**config.mk**
```make
export PLATFORM = sky130hd
export DESIGN_NAME = tcs_timer_clock_select
export DESIGN_NICKNAME = d
export VERILOG_FILES = /design/src/logic/tcs_pkg.sv /design/src/logic/tcs_timer_clock_select.sv
export VERILOG_INCLUDE_DIRS = /design/src /design/src/logic
export SDC_FILE = /design/constraint.sdc
export NUM_CORES = 1
export LEC_CHECK = 0
export BUFFER_PORTS_ARGS = -buffer_cell sky130_fd_sc_hd__buf_2
export CORE_ASPECT_RATIO = 0.75
export CORE_UTILIZATION = 45
export DETAILED_ROUTE_END_ITERATION = 8
export PLACE_DENSITY = 0.87
export SETUP_SLACK_MARGIN = 0.2
export SLEW_MARGIN = 20
export SYNTH_ARGS = -nofsm -noshare
export SYNTH_HDL_FRONTEND = slang
export SYNTH_SLANG_ARGS = --single-unit
```
**constraint.sdc**
```tcl
create_clock -name clk -period 1.8 [get_ports clk]
set_input_delay 0.09 -clock clk [delete_from_list [all_inputs] [get_ports clk]]
set_output_delay 0.09 -clock clk [all_outputs]
set_load 0.02 [all_outputs]
```
**src/logic/tcs_defs.svh**
```systemverilog
`ifndef TCS_DEFS_SVH
`define TCS_DEFS_SVH
// register indices; byte address is four times the index
`define TCS_IDX_T0_LOW 10'h08A
`define TCS_IDX_CLK_SEL 10'h08E
`define TCS_IDX_MODE_CTL 10'h08F
`define TCS_RST_T0_LOW 8'h00
`define TCS_RST_CLK_SEL 8'h00
`define TCS_RST_MODE_CTL 6'h00
// clock select fields
`define TCS_CS_T3_HI 7
`define TCS_CS_T3_LO 6
`define TCS_CS_T2_HI 5
`define TCS_CS_T2_LO 4
`define TCS_CS_T1 3
`define TCS_CS_T0 2
`define TCS_CS_PRE_HI 1
`define TCS_CS_PRE_LO 0
// mode control fields
`define TCS_MC_T0_CNT 0
`define TCS_MC_T1_CNT 1
`define TCS_MC_T2_SPLIT 2
`define TCS_MC_T3_SPLIT 3
`define TCS_MC_T2_ALT 4
`define TCS_MC_T3_ALT 5
// divider terminal counts
`define TCS_DIV_BASE_LAST 6'h2F
`define TCS_EXT_DIV_LAST 3'h7
`endif

```
**src/logic/tcs_pkg.sv**
```systemverilog
package tcs_pkg;
    typedef enum logic [1:0] {
        PRE_DIV12,
        PRE_DIV4,
        PRE_DIV48,
        PRE_EXT8
    } tcs_prescale_t;

    typedef enum logic [1:0] {
        BUS_IDLE,
        BUS_WAIT,
        BUS_DONE
    } tcs_bus_state_t;

    typedef struct packed {
        logic [5:0] baseCnt;
        logic [2:0] extCnt;
        logic extSync1;
        logic extSync2;
        logic extPrev;
        logic t0Prev;
        logic t1Prev;
        logic [7:0] clkSel;
        logic [5:0] modeCtl;
        logic [7:0] t0Low;
        tcs_bus_state_t busState;
        logic [31:0] prdata;
        logic pready;
        logic pslverr;
        logic prescaleTick;
        logic tmr0Tick;
        logic tmr1Tick;
        logic tmr2LoTick;
        logic tmr2HiTick;
        logic tmr3LoTick;
        logic tmr3HiTick;
        logic tmr0LowCarry;
    } tcs_state_t;
endpackage

```
**src/logic/tcs_timer_clock_select.sv**
```systemverilog
`timescale 1ns/10ps
`default_nettype none
`include "tcs_defs.svh"

module tcs_timer_clock_select (
    input wire logic clk,
    input wire logic rst,
    input wire logic psel,
    input wire logic penable,
    input wire logic pwrite,
    input wire logic [11:0] paddr,
    input wire logic [31:0] pwdata,
    output logic [31:0] prdata,
    output logic pready,
    output logic pslverr,
    input wire logic extClk,
    input wire logic tmr0Pin,
    input wire logic tmr1Pin,
    output logic prescaleTick,
    output logic tmr0Tick,
    output logic tmr1Tick,
    output logic tmr2LoTick,
    output logic tmr2HiTick,
    output logic tmr3LoTick,
    output logic tmr3HiTick,
    output logic tmr0LowCarry,
    output logic [7:0] tmr0CountLow
);
    tcs_pkg::tcs_state_t s_q;
    tcs_pkg::tcs_state_t s_d;

    always_comb begin
        logic div4;
        logic div12;
        logic div48;
        logic ext8;
        logic preSel;
        logic alt2;
        logic alt3;
        logic t0Fall;
        logic t1Fall;
        logic t0Adv;
        logic t1Adv;
        logic [9:0] idx;
        logic mapped;
        logic [31:0] rd;
        div4 = 1'b0;
        div12 = 1'b0;
        div48 = 1'b0;
        ext8 = 1'b0;
        preSel = 1'b0;
        alt2 = 1'b0;
        alt3 = 1'b0;
        t0Fall = 1'b0;
        t1Fall = 1'b0;
        t0Adv = 1'b0;
        t1Adv = 1'b0;
        idx = paddr[11:2];
        mapped = 1'b0;
        rd = 32'h00000000;
        s_d = s_q;

        // one shared base counter yields /4, /12 and /48 phase-aligned
        // the counter runs free, so a prescale change takes effect without a restart
        // but the first period after a change may be short
        if (s_q.baseCnt == `TCS_DIV_BASE_LAST) begin
            s_d.baseCnt = 6'h00;
        end else begin
            s_d.baseCnt = s_q.baseCnt + 6'h01;
        end
        // taps decoded from one counter keep the three rates in a fixed phase
        div4 = (s_q.baseCnt[1:0] == 2'h3);
        div12 = (s_q.baseCnt == 6'h0B) || (s_q.baseCnt == 6'h17) ||
                (s_q.baseCnt == 6'h23) || (s_q.baseCnt == 6'h2F);
        div48 = (s_q.baseCnt == `TCS_DIV_BASE_LAST);

        // external clock: two-stage sync, then edge detect on the synced copy
        s_d.extSync1 = extClk;
        s_d.extSync2 = s_q.extSync1;
        s_d.extPrev = s_q.extSync2;
        // only the second stage is read, so a metastable first stage never reaches logic
        // the external clock must stay below half the system clock or edges are lost
        // the divide-by-8 counter is not cleared on a mode change
        if (s_q.extSync2 && !s_q.extPrev) begin
            s_d.extCnt = s_q.extCnt + 3'h1;
            ext8 = (s_q.extCnt == `TCS_EXT_DIV_LAST);
        end

        case (tcs_pkg::tcs_prescale_t'(s_q.clkSel[`TCS_CS_PRE_HI:`TCS_CS_PRE_LO]))
            tcs_pkg::PRE_DIV12: begin
                preSel = div12;
            end
            tcs_pkg::PRE_DIV4: begin
                preSel = div4;
            end
            tcs_pkg::PRE_DIV48: begin
                preSel = div48;
            end
            tcs_pkg::PRE_EXT8: begin
                preSel = ext8;
            end
            default: begin
                preSel = 1'b0;
            end
        endcase

        // timers 2 and 3 never see the shared prescale field
        if (s_q.modeCtl[`TCS_MC_T2_ALT]) begin
            alt2 = ext8;
        end else begin
            alt2 = div12;
        end
        if (s_q.modeCtl[`TCS_MC_T3_ALT]) begin
            alt3 = ext8;
        end else begin
            alt3 = div12;
        end

        // pins are synchronous; falling edge from one stored sample
        s_d.t0Prev = tmr0Pin;
        s_d.t1Prev = tmr1Pin;
        t0Fall = s_q.t0Prev && !tmr0Pin;
        t1Fall = s_q.t1Prev && !tmr1Pin;

        // system clock choice is a constant enable; prescaler only when chosen
        if (s_q.modeCtl[`TCS_MC_T0_CNT]) begin
            t0Adv = t0Fall;
        end else begin
            if (s_q.clkSel[`TCS_CS_T0]) begin
                t0Adv = 1'b1;
            end else begin
                t0Adv = preSel;
            end
        end
        if (s_q.modeCtl[`TCS_MC_T1_CNT]) begin
            t1Adv = t1Fall;
        end else begin
            if (s_q.clkSel[`TCS_CS_T1]) begin
                t1Adv = 1'b1;
            end else begin
                t1Adv = preSel;
            end
        end

        s_d.prescaleTick = preSel;
        s_d.tmr0Tick = t0Adv;
        s_d.tmr1Tick = t1Adv;
        if (s_q.clkSel[`TCS_CS_T2_LO]) begin
            s_d.tmr2LoTick = 1'b1;
        end else begin
            s_d.tmr2LoTick = alt2;
        end
        if (s_q.clkSel[`TCS_CS_T3_LO]) begin
            s_d.tmr3LoTick = 1'b1;
        end else begin
            s_d.tmr3LoTick = alt3;
        end
        // unsplit: the high byte follows the low-byte clock choice
        if (s_q.modeCtl[`TCS_MC_T2_SPLIT]) begin
            if (s_q.clkSel[`TCS_CS_T2_HI]) begin
                s_d.tmr2HiTick = 1'b1;
            end else begin
                s_d.tmr2HiTick = alt2;
            end
        end else begin
            s_d.tmr2HiTick = s_d.tmr2LoTick;
        end
        if (s_q.modeCtl[`TCS_MC_T3_SPLIT]) begin
            if (s_q.clkSel[`TCS_CS_T3_HI]) begin
                s_d.tmr3HiTick = 1'b1;
            end else begin
                s_d.tmr3HiTick = alt3;
            end
        end else begin
            s_d.tmr3HiTick = s_d.tmr3LoTick;
        end

        s_d.tmr0LowCarry = 1'b0;
        if (t0Adv) begin
            s_d.t0Low = s_q.t0Low + 8'h01;
            // carry rides with the wrap so a downstream high byte steps in the same cycle
            if (s_q.t0Low == 8'hFF) begin
                s_d.tmr0LowCarry = 1'b1;
            end else begin
                s_d.tmr0LowCarry = 1'b0;
            end
        end

        // register decode
        case (idx)
            `TCS_IDX_T0_LOW: begin
                mapped = 1'b1;
                rd = {24'h000000, s_q.t0Low};
            end
            `TCS_IDX_CLK_SEL: begin
                mapped = 1'b1;
                rd = {24'h000000, s_q.clkSel};
            end
            `TCS_IDX_MODE_CTL: begin
                mapped = 1'b1;
                rd = {26'h0000000, s_q.modeCtl};
            end
            default: begin
                mapped = 1'b0;
                rd = 32'h00000000;
            end
        endcase

        // one wait state: pready rises in the second access cycle
        case (s_q.busState)
            tcs_pkg::BUS_IDLE: begin
                s_d.pready = 1'b0;
                s_d.pslverr = 1'b0;
                if (psel && penable) begin
                    s_d.busState = tcs_pkg::BUS_WAIT;
                    s_d.pready = 1'b1;
                    s_d.pslverr = !mapped;
                    s_d.prdata = (pwrite || !mapped) ? 32'h00000000 : rd;
                end
            end
            tcs_pkg::BUS_WAIT: begin
                // write lands on the edge where pready is sampled high
                if (pwrite && mapped) begin
                    case (idx)
                        `TCS_IDX_T0_LOW: begin
                            // software load beats a same-cycle increment
                            s_d.t0Low = pwdata[7:0];
                            s_d.tmr0LowCarry = 1'b0;
                        end
                        `TCS_IDX_CLK_SEL: begin
                            s_d.clkSel = pwdata[7:0];
                        end
                        `TCS_IDX_MODE_CTL: begin
                            // upper data bits are dropped; they read back as zero
                            s_d.modeCtl = pwdata[5:0];
                        end
                        default: begin
                            s_d.clkSel = s_q.clkSel;
                        end
                    endcase
                end
                s_d.busState = tcs_pkg::BUS_DONE;
                s_d.pready = 1'b0;
                s_d.pslverr = 1'b0;
                s_d.prdata = 32'h00000000;
            end
            tcs_pkg::BUS_DONE: begin
                // gap cycle keeps a back-to-back setup from being seen as access
                s_d.busState = tcs_pkg::BUS_IDLE;
                s_d.pready = 1'b0;
                s_d.pslverr = 1'b0;
            end
            default: begin
                s_d.busState = tcs_pkg::BUS_IDLE;
                s_d.pready = 1'b0;
                s_d.pslverr = 1'b0;
            end
        endcase
    end

    always_ff @(posedge clk) begin
        if (rst) begin
            s_q <= '0;
            s_q.clkSel <= `TCS_RST_CLK_SEL;
            s_q.modeCtl <= `TCS_RST_MODE_CTL;
            s_q.t0Low <= `TCS_RST_T0_LOW;
            s_q.busState <= tcs_pkg::BUS_IDLE;
        end else begin
            s_q <= s_d;
        end
    end

    assign prdata = s_q.prdata;
    assign pready = s_q.pready;
    assign pslverr = s_q.pslverr;
    assign prescaleTick = s_q.prescaleTick;
    assign tmr0Tick = s_q.tmr0Tick;
    assign tmr1Tick = s_q.tmr1Tick;
    assign tmr2LoTick = s_q.tmr2LoTick;
    assign tmr2HiTick = s_q.tmr2HiTick;
    assign tmr3LoTick = s_q.tmr3LoTick;
    assign tmr3HiTick = s_q.tmr3HiTick;
    assign tmr0LowCarry = s_q.tmr0LowCarry;
    assign tmr0CountLow = s_q.t0Low;
endmodule
`default_nettype wire

```
Word-level counts from Yosys, hierarchy flattened
Index checks and enable logic that the tools add are counted.
{ "totals": {"register_bits": 80, "in_bits": 52, "output_inout_bits": 50, "elab_cells": 94} }
{ "classes": {"n_addsub": 3, "n_eq_ne": 15, "n_mux": 29, "bitwise": 2, "n_reduce_logical": 23} }
{ "ops": {"columns": ["op", "n"], "rows": [
  ["$pmux 32 s2", 1],
  ["$mux 36", 1],
  ["$mux 32", 1],
  ["$mux 8", 4],
  ["$eq 10x8->1 const B", 3],
  ["$pmux 8 s3", 1],
  ["$mux 1", 19],
  ["$eq 6x6->1 const B", 2],
  ["$add 8x1->8 const B", 1],
  ["$eq 8x8->1 const B", 1],
  ["$add 6x1->6 const B", 1],
  ["$eq 2x2->1 const B", 3],
  ["$eq 6x4->1 const B", 1],
  ["$eq 6x5->1 const B", 1],
  ["$reduce_and 3->1", 2],
  ["$reduce_or 3->1", 2],
  ["$logic_and 1x1->1", 5],
  ["$eq 2x1->1 const B", 2],
  ["$logic_not 1->1", 4],
  ["$logic_not 2->1", 2],
  ["$logic_or 1x1->1", 4],
  ["$pmux 1 s4", 1],
  ["$pmux 2 s2", 1],
  ["$reduce_or 2->1", 2],
  ["6 further kinds", 7]
]} }

Depth between registers and ports, before layout
{ "depth": {"ltp_word": 11, "ltp_mapped": 8, "mapped_depth_nobuf": 8} }

Worst setup path after synthesis
Ideal clock, no wire load.
{ "synth_timing": {"path_type": "flip-flop to flip-flop", "startpoint": "register s_q[76] in the netlist's numbering", "endpoint": "register s_q (netlist bit tmr0CountLow[7])", "setup_time_ns": 0.119, "arrival_time_ns": 1.731, "required_ns": 1.681, "slack_ns": -0.050, "stages_incl_launch_ff": 8, "path_buffers": 1, "period_less_slack_ns": 1.850, "cell_sequence": "dfxtp_1 buf_6 or4b_4 o31ai_4 o2111ai_4 nor3_1 xnor2_1 o2bb2ai_1"} }
{ "synth_between": {"elab_chain_cells": 11, "word_cells_on_any_way": 14, "classes_between": "eq/ne (4); mux (7); reduce/logical (3)"} }
{ "synth_lines": {"columns": ["element", "line_no", "source"], "rows": [
  ["start, declared", "tcs_timer_clock_select.sv:29", "tcs_pkg::tcs_state_t s_q;"],
  ["$eq 6x4->1 or $eq 6x5->1 (tied branches)", "tcs_timer_clock_select.sv:73", "div12 = (s_q.baseCnt == 6'h0B) || (s_q.baseCnt == 6'h17) ||"],
  ["$logic_or 1x1->1 (2 in a row)", "tcs_timer_clock_select.sv:73", null],
  ["$logic_or 1x1->1", "tcs_timer_clock_select.sv:74", "(s_q.baseCnt == 6'h23) || (s_q.baseCnt == 6'h2F);"],
  ["$pmux 1 s4 (*)", "tcs_timer_clock_select.sv:89", "case (tcs_pkg::tcs_prescale_t'(s_q.clkSel[`TCS_CS_PRE_HI:`TCS_CS_PRE_LO]))"],
  ["$mux 1 (*)", "tcs_timer_clock_select.sv:129", "if (s_q.clkSel[`TCS_CS_T0]) begin"],
  ["$mux 1 (*)", "tcs_timer_clock_select.sv:126", "if (s_q.modeCtl[`TCS_MC_T0_CNT]) begin"],
  ["$mux 8 (*)", "tcs_timer_clock_select.sv:179", "if (t0Adv) begin"],
  ["$mux 8", "tcs_timer_clock_select.sv:224", "case (idx)"],
  ["$mux 8", "tcs_timer_clock_select.sv:223", "if (pwrite && mapped) begin"],
  ["$mux 8 (*)", "tcs_timer_clock_select.sv:210", "case (s_q.busState)"]
]} }
Every way passes the cells marked *; elsewhere a longest branch is shown, timed or not.
A chain may end at the register's enable or synchronous reset.

Final worst setup path
{ "layout_timing": {"startpoint": "register s_q[79] in the netlist's numbering", "endpoint": "register s_q (netlist bit tmr0CountLow[0])"} }
Same word-level chain as after synthesis.

==> impl_results.md <==
- Die Area: 6528 um2
- CP endpoint kind: flop
- Failing checks: setup timing
- Seq/Total Area, Yosys: 0.4014
- Pre-Repair DR Iteration Count: 4
- Ys Warns: 0
- Clock Tree Root: clkbuf_8
- RSZ-0062 raised after global routing: yes
- Routed WL per cell: 15.13 um
- Layout area overhead: 22.13%
- Initial antenna violation count: 0
- CTS tree: done
- Initial core utilization: 0.4745
- Power density over cell area: 636.6 nW/um2
- Ratio of cells with drive above 1 in the final layout: 0.3253
- Post-synth EDFFs: 0
- Global route overflow: 0
- WL final: 6810 um
- Leakage: between 1 and 1.5 nW
- DR iter-0 viols: 184
- Seq cells post-synth: 56
- Worst-path fanout max: 5
- Clock Path Buffers: 2
- First-pass GRT wire length: ~11000 um
- Nets: 427
- HP Class: in2reg
- Core area: just under 6000 um2
- Site Rows: 24
- Top-count cell post-synth: dfxtp_1
- Worst Slack Setup Final: -47.58 ps
- GP Congestion: ~0.85
- Number of H-tree levels: 2
- DP HPWL: 4534 um
- Final Max Slew Viols: 0
- IO buf count: 51
- Largest net degree at the start of global routing: 31
- Final Total Pwr: 2.171 mW
- Met3 Track Usage GR: 0.05011
- Vias per cell: 5.224
- Unique masters post-synth: 45
- Clk slew on worst S/H paths: 100 ps
- Met2 usage: 0.3243
- Worst skew pair latency: ~310 ps
- FF+latch area: 1132 um2
- Worst clock skew: 7.685 ps
- Final min period: 1848 ps
- Area of the multi-input gates: between 1500 and 2000 um2
- Global routing's busiest layer: met2
- Die Span X: 92.97 um
- Status: complete, but fails checks
- Fmax: roughly 540 MHz
- Part of the cycle the worst path needs: 1.026
- Cell count after synthesis: about 310
- Sink Count: between 50 and 60
- Maximum vdd drop: around 300 uV
- Arrival @ worst endpoint: between 2000 and 2500 ps
- Drt drc: 0
- Vias in the first global route: 2224
- Post-synth ARST share: 0
- # setup viols final: 6
- Total global-route track usage: 0.2122
- Filler instances: 519
- Post-Syn Area per Cell: roughly 9.0 um2
- Met1 GRT Util: 0.2904
- WP data required: 2050 ps
- Final count of hold timing violations: 0
- Startpoint types: flop
- TritonCTS Buffers: 5
- Area contributors post-synth: dfxtp_1, buf_4, mux2i_1
- WS Path Type: reg2reg
- Setup TNS: -152.0 ps
- Diodes inserted: 0
- Final ANT Viol Nets: 0
- Die Span Y: 70.23 um
- Area of the mapped netlist: between 2000 and 3000 um2
- Commonest cells post-synth: dfxtp_1, nor2_1, buf_4, mux2i_1, nand2_1
- Yosys top cell by area: dfxtp_1
- MaxCap Viol Count: 0
- Top cell type's share of synthesized area: 0.4014
- IO Count: roughly 100
- Vias post-DR: about 2400
- Most common flop cell mapped by yosys: dfxtp_1
## final timing paths
check / startpoint / end / slack [ps] / depth (start not counted)
worst min-delay path: tmr1Pin / s_q[66] / 9 / 2
worst max register to register: s_q[79] / tmr0CountLow[0] / -50 / 7
worst min register to register: s_d[69] / s_d[68] / 440 / 1
worst max-delay path: s_q[79] / tmr0CountLow[0] / -50 / 7
## area by class of cell
| class | count | share of cell area |
|---|---|---|
| Clock buffer | 7 | 0.02531 |
| Clock inverter | 1 | 0.002201 |
| Inverter | 8 | 0.008804 |
| Multi-Input combinational cell | 220 | 0.4483 |
| Sequential cell | 56 | 0.3320 |
| Tap cell | 78 | 0.02861 |
| Timing Repair Buffer | 80 | 0.1548 |
## per-stage QoR
| stage | cell area (um2) | util | std cells | setup WS, ps | hold slack [ps] |
|---|---|---|---|---|---|
| floorplan | 2897 | - | 335 | 55.50 | 206.9 |
| global placement | 3020 | 0.5132 | 428 | 5.118 | 305.2 |
| detailed placement | 3020 | 0.5132 | 428 | -52.01 | 307.2 |
| CTS | 3307 | 0.5619 | 445 | -38.04 | 10.71 |
| global route | 3411 | 0.5795 | 450 | -173.1 | 15.71 |
| finish | 3411 | 0.5795 | 450 | -47.58 | 9.411 |
## what timing repair did
item | CTS | global route
hold buffers | 3 | 0
endpoints found under the setup margin | 10 | 22
cloned | 1 | 0
pin swaps | 16 | 16
hold endpoints to repair | 3 | 0
gates resized for setup | 24 | 14
setup buffers | 5 | 5
## layer usage
metal  up-vias  routed length, um
met1      1123               2865
met2        91               3388
met4         0                 80
met3        12                476
li1       1125                  -
met5         -                  0
## registers in the layout (all words and copies together), names as in the netlist, 2 cells and up
signal	count
prdata	8
s_d	2
tmr0CountLow	8
s_q	28
## where the power goes
part | internal [mW] | total, mW | leakage, nW | switching [mW]
registers | 1.25 | 1.26 | 0.457 | 0.00966
clock network | 0.314 | 0.711 | 0.0445 | 0.397
logic | 0.0659 | 0.197 | 0.922 | 0.131
## kinds of logic (layout without fill, tap and decap cells)
family                   Yosys count  in the layout  share of synthesized area
AO/OA/AOI/OAI                     47             48                     0.1246
XOR/XNOR                          12             12                    0.03763
adder cells (fa/ha/maj)            4              4                    0.01792
buffers and inverters             60             96                     0.1380
flip-flops                        56             56                     0.4014
multiplexers                      24             24                    0.08692
other                              1             24                   0.001343
AND/OR/NAND/NOR                  108            108                     0.1922
## worst max-delay path, stage by stage, from the launching register on
cell,delay (ps)
dfxtp_2,330
or4b_4,540
o31ai_4,100
o2111ai_4,260
buf_6,190
buf_6,110
xor2_1,130
o2bb2ai_1,120
## placed cells by master (no fill, tap or decap), types with 3 or more instances in the layout
cell type,netlist,final
a22oi_1,6,6
buf_2,2,51
a21oi_1,13,13
nand2b_1,4,4
mux2i_1,22,22
conb_1,1,24
inv_1,8,8
o2bb2ai_1,6,6
and2_1,3,3
nand3_1,12,11
nor3_2,2,3
dlygate4sd3_1,0,3
dfxtp_2,0,6
buf_6,1,6
o2111ai_4,1,4
buf_4,40,18
o21ai_0,9,8
dfxtp_1,56,49
clkbuf_8,0,6
nor2_1,43,39
nand2_1,18,18
nor2_2,1,3
xnor2_1,10,10
nor2b_1,10,9
Note: power is estimated with default switching activity, not from simulation.
